**src/sensor_regs_pkg.sv**
```systemverilog
// Register map, field layout and timing constants of the sensor register bank
package sensor_regs_pkg;

   // Byte offsets of the host-visible 16-bit words
   localparam logic [5:0] OFS_WR_ADDR  = 6'h02;
   localparam logic [5:0] OFS_WR_UPPER = 6'h04;
   localparam logic [5:0] OFS_WR_LOWER = 6'h06;
   localparam logic [5:0] OFS_WR_CTRL  = 6'h08;
   localparam logic [5:0] OFS_RD_ADDR  = 6'h0a;
   localparam logic [5:0] OFS_RD_CTRL  = 6'h0c;
   localparam logic [5:0] OFS_RD_UPPER = 6'h0e;
   localparam logic [5:0] OFS_RD_LOWER = 6'h10;
   localparam logic [5:0] OFS_COMMAND  = 6'h1e;
   localparam logic [5:0] OFS_POSITION = 6'h20;
   localparam logic [5:0] OFS_COND     = 6'h22;
   localparam logic [5:0] OFS_FAULT    = 6'h24;
   localparam logic [5:0] OFS_WARN     = 6'h26;
   localparam logic [5:0] OFS_KEY      = 6'h3c;

   // Bit positions
   localparam int START_BIT   = 15;  // write/read start, write-only
   localparam int BUSY_BIT    = 8;   // write/read in progress
   localparam int DONE_BIT    = 0;   // write/read finished
   localparam int CLR_FAULT   = 8;
   localparam int CLR_WARN    = 9;
   localparam int CLR_STATUS  = 10;
   localparam int SPECIAL_LSB = 12;
   localparam int PAR_BIT     = 12;
   localparam int UV_BIT      = 13;
   localparam int SUM_BIT     = 14;
   localparam int F_RST       = 0;
   localparam int F_UVA       = 2;
   localparam int F_UVD       = 3;
   localparam int F_WAR       = 11;
   localparam int W_BSY       = 2;
   localparam int W_XEE       = 7;
   localparam int KEY_LSB     = 8;

   // Fixed identifier bits in the upper nibble of some words
   localparam logic [3:0] COND_TAG  = 4'h8;
   localparam logic [3:0] FAULT_TAG = 4'ha;
   localparam logic [3:0] WARN_TAG  = 4'hb;

   // Latched fault bits fed by events (rst and uv handled apart)
   localparam logic [10:0] FAULT_EV_MASK = 11'h7f2;
   localparam logic [10:0] FAULT_RST_VAL = 11'h001;
   // Warning bits that exist in the warning word
   localparam logic [11:0] WARN_EV_MASK  = 12'hdf6;

   // Trigger codes
   localparam logic [7:0] TRIG_SELFTEST = 8'hb9;
   localparam logic [7:0] TRIG_NVM      = 8'ha5;
   localparam logic [7:0] TRIG_RESET    = 8'h5a;

   // Special action codes
   typedef enum logic [3:0] {
      ACT_NONE   = 4'h0,
      ACT_MARGLO = 4'h1,
      ACT_MARGHI = 4'h2,
      ACT_RELOAD = 4'h5,
      ACT_HRESET = 4'h7,
      ACT_FE_ST  = 4'h9,
      ACT_LOG_ST = 4'ha,
      ACT_BOTH   = 4'hb
   } action_t;

   // Unlock key sequence
   localparam int KEY_LEN = 5;
   function automatic logic [7:0] key_code(input logic [2:0] step);
      case (step)
         3'd0:    key_code = 8'h00;
         3'd1:    key_code = 8'h27;
         3'd2:    key_code = 8'h81;
         3'd3:    key_code = 8'h1f;
         default: key_code = 8'h77;
      endcase
   endfunction

   // Timing
   localparam int CLK_KHZ        = 250000;
   localparam int NVM_WR_TIME_MS = 24;
   localparam int NVM_RD_TIME_NS = 2000;
   localparam int NVM_WR_CYC_DEF = NVM_WR_TIME_MS * CLK_KHZ;
   localparam int NVM_RD_CYC     = (NVM_RD_TIME_NS * (CLK_KHZ / 1000)) / 1000;
   localparam int SHADOW_CYC     = 1;
   localparam int ACTION_CYC_DEF = 64;
   localparam int TMR_W          = 24;

   // Read address value left after reload, logic self-test or combined self-test
   localparam logic [7:0] RD_ADDR_AFTER = 8'h00;

endpackage

```
**src/sensor_host_register_bank.sv**
```systemverilog
// Host register bank: extended access, special actions, status and faults
module sensor_host_register_bank
   import sensor_regs_pkg::*;
#(
   parameter int unsigned NVM_WR_CYC = NVM_WR_CYC_DEF,
   parameter int unsigned ACTION_CYC = ACTION_CYC_DEF
) (
   // Clock and reset
   input  wire logic        REF_CLK,
   input  wire logic        SRST,
   // Register port
   input  wire logic [5:0]  REG_ADDR,
   input  wire logic        REG_WE,
   input  wire logic        REG_RE,
   input  wire logic [15:0] REG_WDATA,
   output logic      [15:0] REG_RDATA,
   output logic             REG_RVALID,
   // Angle datapath and monitors
   input  wire logic [11:0] ANGLE,
   input  wire logic        PLL_LOCK,
   input  wire logic        ROT_DIR,
   input  wire logic [1:0]  DIE_ID,
   input  wire logic        BOOT_BUSY,
   input  wire logic        BOOT_DONE,
   input  wire logic        UV_ANALOG,
   input  wire logic        UV_DIGITAL,
   input  wire logic        NVM_WRITE_FAIL,
   // Event and shadow mask vectors
   input  wire logic [15:0] FAULT_EVENTS,
   input  wire logic [15:0] WARN_EVENTS,
   input  wire logic [15:0] ERR_MASK,
   input  wire logic [15:0] WARN_MASK
);

   // Storage: nvm words 0..31, shadow words 32..63
   logic [31:0] mem [0:63];

   // Host-written registers and fetched halves
   logic [7:0]  wr_addr_q;      // Extended write target
   logic [15:0] pay_upper_q;    // payload_upper_half
   logic [15:0] pay_lower_q;    // payload_lower_half
   logic [7:0]  rd_addr_q;      // Extended read source
   logic [15:0] fet_upper_q;    // fetched_upper_half
   logic [15:0] fet_lower_q;    // fetched_lower_half
   // Engine state
   logic        wdn_q, rdn_q;   // Finished flags
   logic [5:0]  wr_idx_q, rd_idx_q;
   logic        wr_bad_q;       // Write doomed: locked or unmapped
   logic        rd_ok_q;        // Read source mapped
   logic [31:0] wr_data_q;      // Payload snapshot
   logic        wip, rip, wr_done, rd_done;
   // Special action state and boot done flag
   logic [3:0]  special_q;      // Running action, zero when idle
   logic        sdn_q, bdn_q;
   logic        act_busy, act_done;
   // Lock state
   logic [2:0]  key_step_q;
   logic        unlocked_q;
   // Latched flags and the bits host has seen
   logic [10:0] fault_q, fault_seen_q;
   logic [11:0] warn_q, warn_seen_q;

   // Decoded host strobes
   logic        wr_start, rd_start, overrun, act_start, hreset;
   logic [7:0]  trig;
   logic [3:0]  spec_req;
   logic        uv_live, war, fsum;
   logic [15:0] pos_word, rd_mux;
   logic [TMR_W-1:0] wr_len, rd_len;

   // Target classification for both engines
   function automatic logic is_nvm(input logic [7:0] a);
      is_nvm = (a[7:5] == 3'b000);
   endfunction
   function automatic logic is_shadow(input logic [7:0] a);
      is_shadow = (a[7:5] == 3'b010);
   endfunction

   // Trigger and unlock gate for a requested action
   function automatic logic action_ok(input logic [3:0] f,
                                      input logic [7:0] t,
                                      input logic       unl);
      case (f)
         ACT_MARGLO, ACT_MARGHI: action_ok = (t == TRIG_NVM);
         ACT_RELOAD:             action_ok = (t == TRIG_NVM) && unl;
         ACT_HRESET:             action_ok = (t == TRIG_RESET) && unl;
         ACT_FE_ST, ACT_LOG_ST,
         ACT_BOTH:               action_ok = (t == TRIG_SELFTEST);
         default:                action_ok = 1'b0;
      endcase
   endfunction

   // Start strobes; a start during any busy access is dropped
   assign wr_start = REG_WE && (REG_ADDR == OFS_WR_CTRL) &&
                     REG_WDATA[START_BIT] && !overrun;
   assign rd_start = REG_WE && (REG_ADDR == OFS_RD_CTRL) &&
                     REG_WDATA[START_BIT] && !overrun;
   assign overrun  = REG_WE && REG_WDATA[START_BIT] && (wip || rip) &&
                     ((REG_ADDR == OFS_WR_CTRL) || (REG_ADDR == OFS_RD_CTRL));
   assign trig     = REG_WDATA[7:0];
   assign spec_req = REG_WDATA[SPECIAL_LSB +: 4];
   assign act_start = REG_WE && (REG_ADDR == OFS_COMMAND) && !act_busy &&
                      action_ok(spec_req, trig, unlocked_q);
   assign hreset    = act_done && (special_q == ACT_HRESET);

   // Write doomed; lock state passed in so the length tracks unlocking
   function automatic logic wr_bad_start(input logic [7:0] a,
                                         input logic       unl);
      wr_bad_start = !unl || !(is_nvm(a) || is_shadow(a));
   endfunction

   assign wr_len = (!wr_bad_start(wr_addr_q, unlocked_q) &&
                    is_nvm(wr_addr_q)) ?
                   TMR_W'(NVM_WR_CYC) : TMR_W'(SHADOW_CYC);
   assign rd_len = is_nvm(rd_addr_q) ? TMR_W'(NVM_RD_CYC) :
                   TMR_W'(SHADOW_CYC);

   // Timers for write, read and special action
   xfer_timer #(.W(TMR_W)) u_wr_tmr (
      .clk   (REF_CLK),
      .rst   (SRST),
      .start (wr_start),
      .len   (wr_len),
      .busy  (wip),
      .done  (wr_done)
   );
   xfer_timer #(.W(TMR_W)) u_rd_tmr (
      .clk   (REF_CLK),
      .rst   (SRST),
      .start (rd_start),
      .len   (rd_len),
      .busy  (rip),
      .done  (rd_done)
   );
   xfer_timer #(.W(TMR_W)) u_act_tmr (
      .clk   (REF_CLK),
      .rst   (SRST),
      .start (act_start),
      .len   (TMR_W'(ACTION_CYC)),
      .busy  (act_busy),
      .done  (act_done)
   );

   // Plain host registers; read address moves after reload, logic self-test or combined self-test
   always_ff @(posedge REF_CLK) begin
      if (SRST) begin
         wr_addr_q   <= 8'h00;
         pay_upper_q <= 16'h0000;
         pay_lower_q <= 16'h0000;
         rd_addr_q   <= 8'h00;
      end else begin
         if (REG_WE && REG_ADDR == OFS_WR_ADDR)  wr_addr_q   <= REG_WDATA[7:0];
         if (REG_WE && REG_ADDR == OFS_WR_UPPER) pay_upper_q <= REG_WDATA;
         if (REG_WE && REG_ADDR == OFS_WR_LOWER) pay_lower_q <= REG_WDATA;
         if (act_done && (special_q == ACT_RELOAD ||
                          special_q == ACT_LOG_ST || special_q == ACT_BOTH))
            rd_addr_q <= RD_ADDR_AFTER;
         else if (REG_WE && REG_ADDR == OFS_RD_ADDR)
            rd_addr_q <= REG_WDATA[7:0];
      end
   end

   // Extended write engine: snapshot at start, commit at finish
   always_ff @(posedge REF_CLK) begin
      if (SRST) begin
         wdn_q     <= 1'b0;
         wr_bad_q  <= 1'b0;
         wr_idx_q  <= 6'h00;
         wr_data_q <= 32'h0000_0000;
      end else if (wr_start) begin
         wdn_q     <= 1'b0;
         wr_bad_q  <= wr_bad_start(wr_addr_q, unlocked_q);
         wr_idx_q  <= {wr_addr_q[6], wr_addr_q[4:0]};
         wr_data_q <= {pay_upper_q, pay_lower_q};
      end else if (wr_done) begin
         wdn_q <= 1'b1;
      end
   end

   // Memory commit; a locked or unmapped write never touches it
   always_ff @(posedge REF_CLK) begin
      if (wr_done && !wr_bad_q && !NVM_WRITE_FAIL)
         mem[wr_idx_q] <= wr_data_q;
   end

   // Extended read engine; unmapped source fetches zero
   always_ff @(posedge REF_CLK) begin
      if (SRST) begin
         rdn_q       <= 1'b0;
         rd_ok_q     <= 1'b0;
         rd_idx_q    <= 6'h00;
         fet_upper_q <= 16'h0000;
         fet_lower_q <= 16'h0000;
      end else if (rd_start) begin
         rdn_q    <= 1'b0;
         rd_ok_q  <= is_nvm(rd_addr_q) || is_shadow(rd_addr_q);
         rd_idx_q <= {rd_addr_q[6], rd_addr_q[4:0]};
      end else if (rd_done) begin
         rdn_q       <= 1'b1;
         fet_upper_q <= rd_ok_q ? mem[rd_idx_q][31:16] : 16'h0000;
         fet_lower_q <= rd_ok_q ? mem[rd_idx_q][15:0]  : 16'h0000;
      end
   end

   // Special action field and completion flags
   always_ff @(posedge REF_CLK) begin
      if (SRST) begin
         special_q <= ACT_NONE;
         sdn_q     <= 1'b0;
         bdn_q     <= 1'b0;
      end else begin
         if (act_start)
            special_q <= spec_req;
         else if (act_done)
            special_q <= ACT_NONE;
         if (act_start)
            sdn_q <= 1'b0;
         else if (act_done)
            sdn_q <= 1'b1;
         else if (REG_WE && REG_ADDR == OFS_COMMAND && REG_WDATA[CLR_STATUS])
            sdn_q <= 1'b0;
         if (BOOT_DONE)
            bdn_q <= 1'b1;
         else if (REG_WE && REG_ADDR == OFS_COMMAND && REG_WDATA[CLR_STATUS])
            bdn_q <= 1'b0;
      end
   end

   // Unlock key sequence; a hard reset locks the part again
   always_ff @(posedge REF_CLK) begin
      if (SRST || hreset) begin
         key_step_q <= 3'd0;
         unlocked_q <= 1'b0;
      end else if (REG_WE && REG_ADDR == OFS_KEY) begin
         if (REG_WDATA[KEY_LSB +: 8] == key_code(key_step_q)) begin
            if (key_step_q == 3'(KEY_LEN - 1)) begin
               unlocked_q <= 1'b1;
               key_step_q <= 3'd0;
            end else begin
               key_step_q <= key_step_q + 3'd1;
            end
         end else begin
            key_step_q <= (REG_WDATA[KEY_LSB +: 8] == key_code(3'd0)) ?
                          3'd1 : 3'd0;
         end
      end
   end

   // Fault latch: new events always win over a wipe in the same cycle
   always_ff @(posedge REF_CLK) begin
      logic [10:0] fset;
      fset = (FAULT_EVENTS[10:0] & FAULT_EV_MASK);
      fset[F_UVA] = fset[F_UVA] | UV_ANALOG;
      fset[F_UVD] = fset[F_UVD] | UV_DIGITAL;
      fset[F_RST] = hreset;
      if (SRST) begin
         fault_q      <= FAULT_RST_VAL;
         fault_seen_q <= 11'h000;
      end else if (REG_WE && REG_ADDR == OFS_COMMAND && REG_WDATA[CLR_FAULT]) begin
         fault_q      <= (fault_q & ~fault_seen_q) | fset;
         fault_seen_q <= 11'h000;
      end else begin
         fault_q <= fault_q | fset;
         if (REG_RE && REG_ADDR == OFS_FAULT)
            fault_seen_q <= fault_q;
      end
   end

   // Warning latch with overrun and failed-write events
   always_ff @(posedge REF_CLK) begin
      logic [11:0] wset;
      wset = WARN_EVENTS[11:0] & WARN_EV_MASK;
      wset[W_BSY] = overrun;
      wset[W_XEE] = wr_done && (wr_bad_q || NVM_WRITE_FAIL);
      if (SRST) begin
         warn_q      <= 12'h000;
         warn_seen_q <= 12'h000;
      end else if (REG_WE && REG_ADDR == OFS_COMMAND && REG_WDATA[CLR_WARN]) begin
         warn_q      <= (warn_q & ~warn_seen_q) | wset;
         warn_seen_q <= 12'h000;
      end else begin
         warn_q <= warn_q | wset;
         if (REG_RE && REG_ADDR == OFS_WARN)
            warn_seen_q <= warn_q;
      end
   end

   assign uv_live = (UV_ANALOG && !ERR_MASK[F_UVA]) ||
                    (UV_DIGITAL && !ERR_MASK[F_UVD]);
   assign war  = |(warn_q & ~WARN_MASK[11:0]) && !ERR_MASK[F_WAR];
   assign fsum = |(fault_q & ~ERR_MASK[10:0]) || war;
   assign pos_word = {1'b0, fsum, uv_live,
                      ~(^{fsum, uv_live, ANGLE}), ANGLE};

   // Read data selection; write-only fields read as zero
   always_comb begin
      rd_mux = 16'h0000;
      case (REG_ADDR)
         OFS_WR_ADDR:  rd_mux = {8'h00, wr_addr_q};
         OFS_WR_UPPER: rd_mux = pay_upper_q;
         OFS_WR_LOWER: rd_mux = pay_lower_q;
         OFS_WR_CTRL:  rd_mux = {7'h00, wip, 7'h00, wdn_q};
         OFS_RD_ADDR:  rd_mux = {8'h00, rd_addr_q};
         OFS_RD_CTRL:  rd_mux = {7'h00, rip, 7'h00, rdn_q};
         OFS_RD_UPPER: rd_mux = fet_upper_q;
         OFS_RD_LOWER: rd_mux = fet_lower_q;
         OFS_COMMAND:  rd_mux = {special_q, 12'h000};
         OFS_POSITION: rd_mux = pos_word;
         OFS_COND:     rd_mux = {COND_TAG, 2'b00, DIE_ID, ROT_DIR, 1'b0,
                                 sdn_q, bdn_q,
                                 (special_q == ACT_LOG_ST ||
                                  special_q == ACT_BOTH),
                                 (special_q == ACT_FE_ST ||
                                  special_q == ACT_BOTH),
                                 BOOT_BUSY, PLL_LOCK};
         OFS_FAULT:    rd_mux = {FAULT_TAG, war, fault_q};
         OFS_WARN:     rd_mux = {WARN_TAG, warn_q};
         OFS_KEY:      rd_mux = {15'h0, unlocked_q};
         default:      rd_mux = 16'h0000;
      endcase
   end

   // Registered read answer, one cycle after the read strobe
   always_ff @(posedge REF_CLK) begin
      if (SRST) begin
         REG_RDATA  <= 16'h0000;
         REG_RVALID <= 1'b0;
      end else begin
         REG_RVALID <= REG_RE;
         REG_RDATA  <= REG_RE ? rd_mux : 16'h0000;
      end
   end
endmodule // sensor_host_register_bank

```
**src/xfer_timer.sv**
```systemverilog
// Down-counter that times one extended access or special action
module xfer_timer #(
   parameter int W = 24
) (
   // Clock and reset
   input  wire logic         clk,
   input  wire logic         rst,
   // Launch
   input  wire logic         start,
   input  wire logic [W-1:0] len,
   // State
   output logic              busy,
   output logic              done
);

   logic [W-1:0] cnt_q;  // Cycles left minus one

   // Load on start, count down while busy; a zero length acts as one
   always_ff @(posedge clk) begin
      if (rst) begin
         busy  <= 1'b0;
         cnt_q <= '0;
      end else if (start) begin
         busy  <= 1'b1;
         cnt_q <= (len == '0) ? '0 : len - W'(1);
      end else if (busy) begin
         if (cnt_q == '0) begin
            busy <= 1'b0;
         end else begin
            cnt_q <= cnt_q - W'(1);
         end
      end
   end

   // Final cycle of the run
   assign done = busy && (cnt_q == '0) && !start;

endmodule // xfer_timer

```
**config.mk**
```make
export PLATFORM = sky130hd
export DESIGN_NAME = sensor_host_register_bank
export DESIGN_NICKNAME = d
export VERILOG_FILES = /design/src/sensor_regs_pkg.sv /design/src/sensor_host_register_bank.sv /design/src/xfer_timer.sv
export SDC_FILE = /design/constraint.sdc
export NUM_CORES = 2
export LEC_CHECK = 0
export ABC_AREA = 1
export BUFFER_PORTS_ARGS = -buffer_cell sky130_fd_sc_hd__buf_2
export CAP_MARGIN = 20
export CELL_PAD_IN_SITES_DETAIL_PLACEMENT = 0
export CELL_PAD_IN_SITES_GLOBAL_PLACEMENT = 1
export CORE_MARGIN = 2
export CORE_UTILIZATION = 51
export CTS_CLUSTER_DIAMETER = 60
export DETAILED_ROUTE_END_ITERATION = 10
export PLACE_DENSITY = 0.82
export SKIP_CTS_REPAIR_TIMING = 1
export SLEW_MARGIN = 20
export SYNTH_ARGS = -nofsm -noshare
export SYNTH_HDL_FRONTEND = slang
export SYNTH_SLANG_ARGS = --single-unit
```
**constraint.sdc**
```tcl
create_clock -name REF_CLK -period 4.4 [get_ports REF_CLK]
set_clock_uncertainty 0.1 [all_clocks]
set_input_delay 0.22 -clock REF_CLK [delete_from_list [all_inputs] [get_ports REF_CLK]]
set_output_delay 0.22 -clock REF_CLK [all_outputs]
set_load 0.01 [all_outputs]
```
**Word level (Yosys, flattened, before mapping)**

Memory sizes are Yosys's and may differ from the RTL's. A register that Yosys moved wholly into a read port is not among the register bits.
Cells that the tools add are included.
W data, S select, Z words.

- Input bits: 111
- Logic and storage cells: 234
- Output and inout bits: 17
- Memories: 1
- Bits in writable memories: 2048
- Flip-flop bits (word level): 276

- Bitwise operators: 16
- Add/subtract/negate cells: 6
- Eq/ne operators: 39
- Muxes and demuxes: 43
- Reduce and logical (&&, ||, !) cells: 98

Memory list:

| name | words | bits a word | read ports | clocked after memory_dff | write ports | RTL line | RTL |
|---|---|---|---|---|---|---|---|
| mem | 64 | 32 | 1 | 1 | 1 | sensor_host_register_bank.sv:36 | `logic [31:0] mem [0:63];` |

Operator list:

| kind | count |
|---|---|
| $pmux W16 S14 | 1 |
| $mux W24 | 8 |
| $logic_not A24 Y1 | 5 |
| $sub A24 B1 Y24 const B | 3 |
| $logic_and A1 B1 Y1 | 39 |
| $mux W16 | 2 |
| $pmux W8 S4 | 1 |
| $eq A6 B6 Y1 const B | 5 |
| $mux W6 | 5 |
| $and A12 B12 Y12 | 2 |
| $eq A4 B4 Y1 const B | 6 |
| $eq A6 B4 Y1 const B | 4 |
| $not A12 Y12 | 2 |
| $or A12 B12 Y12 | 2 |
| $sub A23 B1 Y24 const B | 1 |
| $mux W23 | 1 |
| $and A11 B11 Y11 | 2 |
| $not A11 Y11 | 2 |
| $or A11 B11 Y11 | 2 |
| $eq A4 B3 Y1 const B | 4 |
| $eq A8 B8 Y1 const B | 2 |
| $mux W8 | 2 |
| $reduce_or A2 Y1 | 8 |
| $mux W1 | 15 |
| other kinds (31) | 78 |

**Depth between registers and ports, before layout**

- Word-level depth: 11
- Mapped depth: 15

**Hierarchy**

A second synthesis with hierarchy kept.

- Cell total of the unflattened synthesis: 9314
- Area, all modules: 98834.8 um2

Modules (own cells, without submodules):

| module | area an instance (um2) | cells an instance | instances |
|---|---|---|---|
| sensor_host_register_bank | 90775.8 | 7862 | 1 |
| xfer_timer | 2686.3 | 484 | 3 |

**Worst setup path after synthesis**

No wires, ideal clock.

- Path kind: register -> register
- From: register u_wr_tmr.cnt_q[0]
- To: memory mem[0][0] (enable)
- Data arrival time: 3.043 ns
- Setup time: 0.421 ns
- Data required time: 3.879 ns
- Path buffers: 0
- Path slack: 0.836 ns
- Stages on the path, launching flop included: 11
- Cells stage by stage: dfxtp_1 -> inv_1 -> ha_1 -> nand2_2 -> nor3b_4 -> nand3_2 -> nor2_4 -> nand3_4 -> nor2_8 -> nand3_4 -> nor2_1

- Word-level cells in the longest chain between the ends: 7

Ends and longest elaborated chain:

| element | RTL line | RTL |
|---|---|---|
| from (decl) | xfer_timer.sv:16 | `logic [W-1:0] cnt_q;` |
| from (signal assigned) | xfer_timer.sv:25 | `cnt_q <= (len == '0) ? '0 : len - W'(1);` |
| from (signal assigned) | xfer_timer.sv:30 | `cnt_q <= cnt_q - W'(1);` |
| $logic_not A24 Y1 | xfer_timer.sv:36 | `assign done = busy && (cnt_q == '0) && !start;` |
| $logic_and A1 B1 Y1 (2 in a row) | xfer_timer.sv:36 |  |
| $logic_and A1 B1 Y1 (2 in a row) | sensor_host_register_bank.sv:182 | `if (wr_done && !wr_bad_q && !NVM_WRITE_FAIL)` |
| $mux W1 | sensor_host_register_bank.sv:182 |  |
| $mux W1 (not written as such) | sensor_host_register_bank.sv:183 | `mem[wr_idx_q] <= wr_data_q;` |
| to (decl) | sensor_host_register_bank.sv:36 |  |

Every way passes these cells.

**Worst setup path in the final report**

- From: register u_wr_tmr.cnt_q[0]
- To: memory mem[1][13] (enable)

The elaborated chain is that of the path after synthesis.

==> metrics <==
status=finished, violations left; violated checks=negative hold slack; relative slew slack=between 10% and 20%; initial core utilization=roughly half; Routed WL=about 260 mm; Comb pwr share=under 10%; final setup fails=0; htree depth=4; critical path arrival=roughly 4000 ps; num ports=roughly 130; final core utilization=57.8%; total die area=roughly 190000 sq um; Port-buffer cells=between 100 and 150; CP Max Fanout=16; Max Clk Rate=284 MHz; Nets=roughly 8700; Max-Cap Viols=0; num rows=158; syn_nets=8638; P&R area growth vs syn=12.8%; setup_tns=0 ps; via count=between 60000 and 70000; antenna violations before repair=8; Switching Share=19.9%; worst reg-to-reg setup slack=a little under 900 ps; root buffer cell=clkbuf_16; Pleak=roughly 0.037 uW; final hold viol count=6; via-per-instance ratio=between 5 and 6; Gate Count Post-Synth=8519; post-synthesis sequential area ratio=71.0%; RSZ-0062 raised after global routing=no; flops & latches, synth=2330; Core Region=around 180000 sq um; DR WL/cell=between 20 and 25 microns; power share of the clock group=approximately 44%; Bufs on Longest Clock Path=3; clk slew on worst S/H paths=around 60 ps; Mean Syn Cell Area=11.1 sq um; Psw=8680 uW; sequential power share=54.5%; die height=about 430 microns; DRT Pass-1 Iters=6; Mapped Area=~95000 sq um; CTS tree=built; post-synth cell types=51; CTS buffer count=between 200 and 250; Internal Power=34900 uW; fill count=roughly 15000; pin count of the biggest net entering global routing=172; Max VDD drop=around 0.44 mV; Remaining Overflow, GRT=0; DRT iter0 DRCs=roughly 8300; Period minus WS final=roughly 3500 ps; post-route ant nets=0; CP required=slightly below 5000 ps; Synth warnings=0; Worst Setup End Kind=flip-flop; WS Path Type=flip-flop to flip-flop; worst skew pair latency=between 800 and 900 ps; worst hold path class=primary input to flip-flop; gr usage total=~27%; routability cong.=0.893; max-slew violations=0; # DRC=0; Tcrit/Tclk final=about 80%; share of cells above drive strength 1=slightly below 9%; startpoint types=flip-flop; WHS=-29.9 ps; CTS sink cnt=approximately 2300; DP HPWL=147 mm; first-pass GRT wire length=~380 mm; number of global-route vias before repair=approximately 60000; Power Density=408 nW/um^2; Die Wd=approximately 430 microns; Worst Tran Pin Value=between 1000 and 1500 ps
-- area by class of cell --
type	count	area (sq um)	area share, %
Antenna cell	2	5.00	0.00469
Clock buffer	303	6290	5.89
Clock inverter	125	1110	1.04
Inverter	241	932	0.873
Multi-Input combinational cell	5436	24900	23.3
Sequential cell	2330	67200	62.9
Tap cell	2480	3100	2.91
Timing Repair Buffer	365	3210	3.01
-- power groups by stage --
stage	clock (uW)	combinational, uW	sequential [uW]
after global routing	20300	628	23700
final	19200	579	23800
after floorplan	0	305	24200
after global placement	0	517	24200
after detailed placement	0	523	24200
after CTS	19400	526	23800
-- stage by stage --
step                      std cells  setup WS, ps  cell area (sq um)  hold WS [ps]  total power [uW]
after global placement        10800           956              98500           326             24700
after detailed placement      10800           902              98500           334             24700
after floorplan                8519           836              94600           203             24500
after CTS                     11200           897             106000          -595             43700
after global routing          11300           742             107000          12.7             44700
final                         11300           881             107000         -29.9             43600
-- worst max-delay path, stage by stage (launching register included) --
cell and delay [ps]:
dfxtp_1 310, inv_1 70, ha_1 200, nand2_2 120, nor3b_4 250, nand3_2 140, nor2_4 190, nand3_4 120
nor2_8 300, nand3_4 390, nor2_4 680, buf_4 310
-- layer usage --
metal	global-route usage [%]	part of all wire [%]	wire length, microns
met5	0	0.0092	24
met4	11.0	4.3	11100
met3	4.62	9.3	24200
met2	41.8	46	118000
met1	37.6	41	106000
-- placed cells by master (no fill, tap or decap), types with 47 or more instances in the layout --
cell type	synthesis	layout
dlygate4sd3_1	0	82
nand3_1	2081	2081
dfxtp_1	282	244
nor2_1	313	248
clkinv_1	1	47
nand2_1	2436	2436
buf_2	163	102
buf_4	2	140
a21oi_1	217	217
clkbuf_1	264	53
edfxtp_1	2048	2048
nor2_4	3	69
clkbuf_16	0	235
inv_1	235	231
o21ai_0	160	160
-- path summary, 6_finish.rpt --
check / startpoint / endpoint / cells after the start
min: REG_ADDR[2] / key_step_q[1]$_SDFFE_PP0P_ / 7
min reg2reg: wr_data_q[4]$_SDFFE_PP0P_ / mem[49][4]$_DFFE_PP_ / 0
max: u_wr_tmr.cnt_q[0]$_SDFFE_PP0P_ / mem[1][13]$_DFFE_PP_ / 11
max reg2reg: u_wr_tmr.cnt_q[0]$_SDFFE_PP0P_ / mem[1][13]$_DFFE_PP_ / 11
-- cell usage after synthesis (all sizes together) --
library cell	number	share of area [%]
a221oi	5	0.046
nor2	325	1.4
o21bai	1	0.0079
dfxtp	282	6.0
o22ai	13	0.086
a22oi	4	0.032
clkbuf	264	1.0
ha	8	0.11
o21ai	161	0.85
a22o	5	0.046
inv	240	0.95
xor2	28	0.26
nand3	2092	11
a211oi	21	0.17
xnor2	13	0.12
nand2	2442	9.7
nor3	24	0.13
o21a	3	0.024
o2111ai	3	0.028
a21oi	217	1.1
a311oi	1	0.0093
nor4	9	0.075
nand3b	5	0.040
edfxtp	2048	65
o211ai	2	0.016
o221ai	1	0.0093
clkinv	1	0.0040
o41ai	1	0.0093
a31oi	12	0.079
and3	2	0.013
or2	6	0.040
nand4	27	0.18
a41oi	1	0.0093
buf	248	1.2
nor3b	4	0.044
-- sequential cells by signal, indices dropped and copies added, names as in the netlist, 8 cells and up, named ones only --
| signal | count |
|---|---|
| mem | 2048 |
| wr_data_q | 32 |
| u_act_tmr.cnt_q | 24 |
| u_rd_tmr.cnt_q | 24 |
| u_wr_tmr.cnt_q | 24 |
| REG_RDATA | 16 |
| fet_lower_q | 16 |
| fet_upper_q | 16 |
| pay_lower_q | 16 |
| pay_upper_q | 16 |
| warn_q | 12 |
| warn_seen_q | 12 |
| fault_q | 11 |
| fault_seen_q | 11 |
| rd_addr_q | 8 |
| wr_addr_q | 8 |
-- cells by family after synthesis --
group	synth area share, %
compound gates	2.57
xor+xnor	0.379
fa+ha+maj	0.106
buf+inv	3.22
flops	71.0
simple gates	22.8
Power figures use the tool's default switching activity.
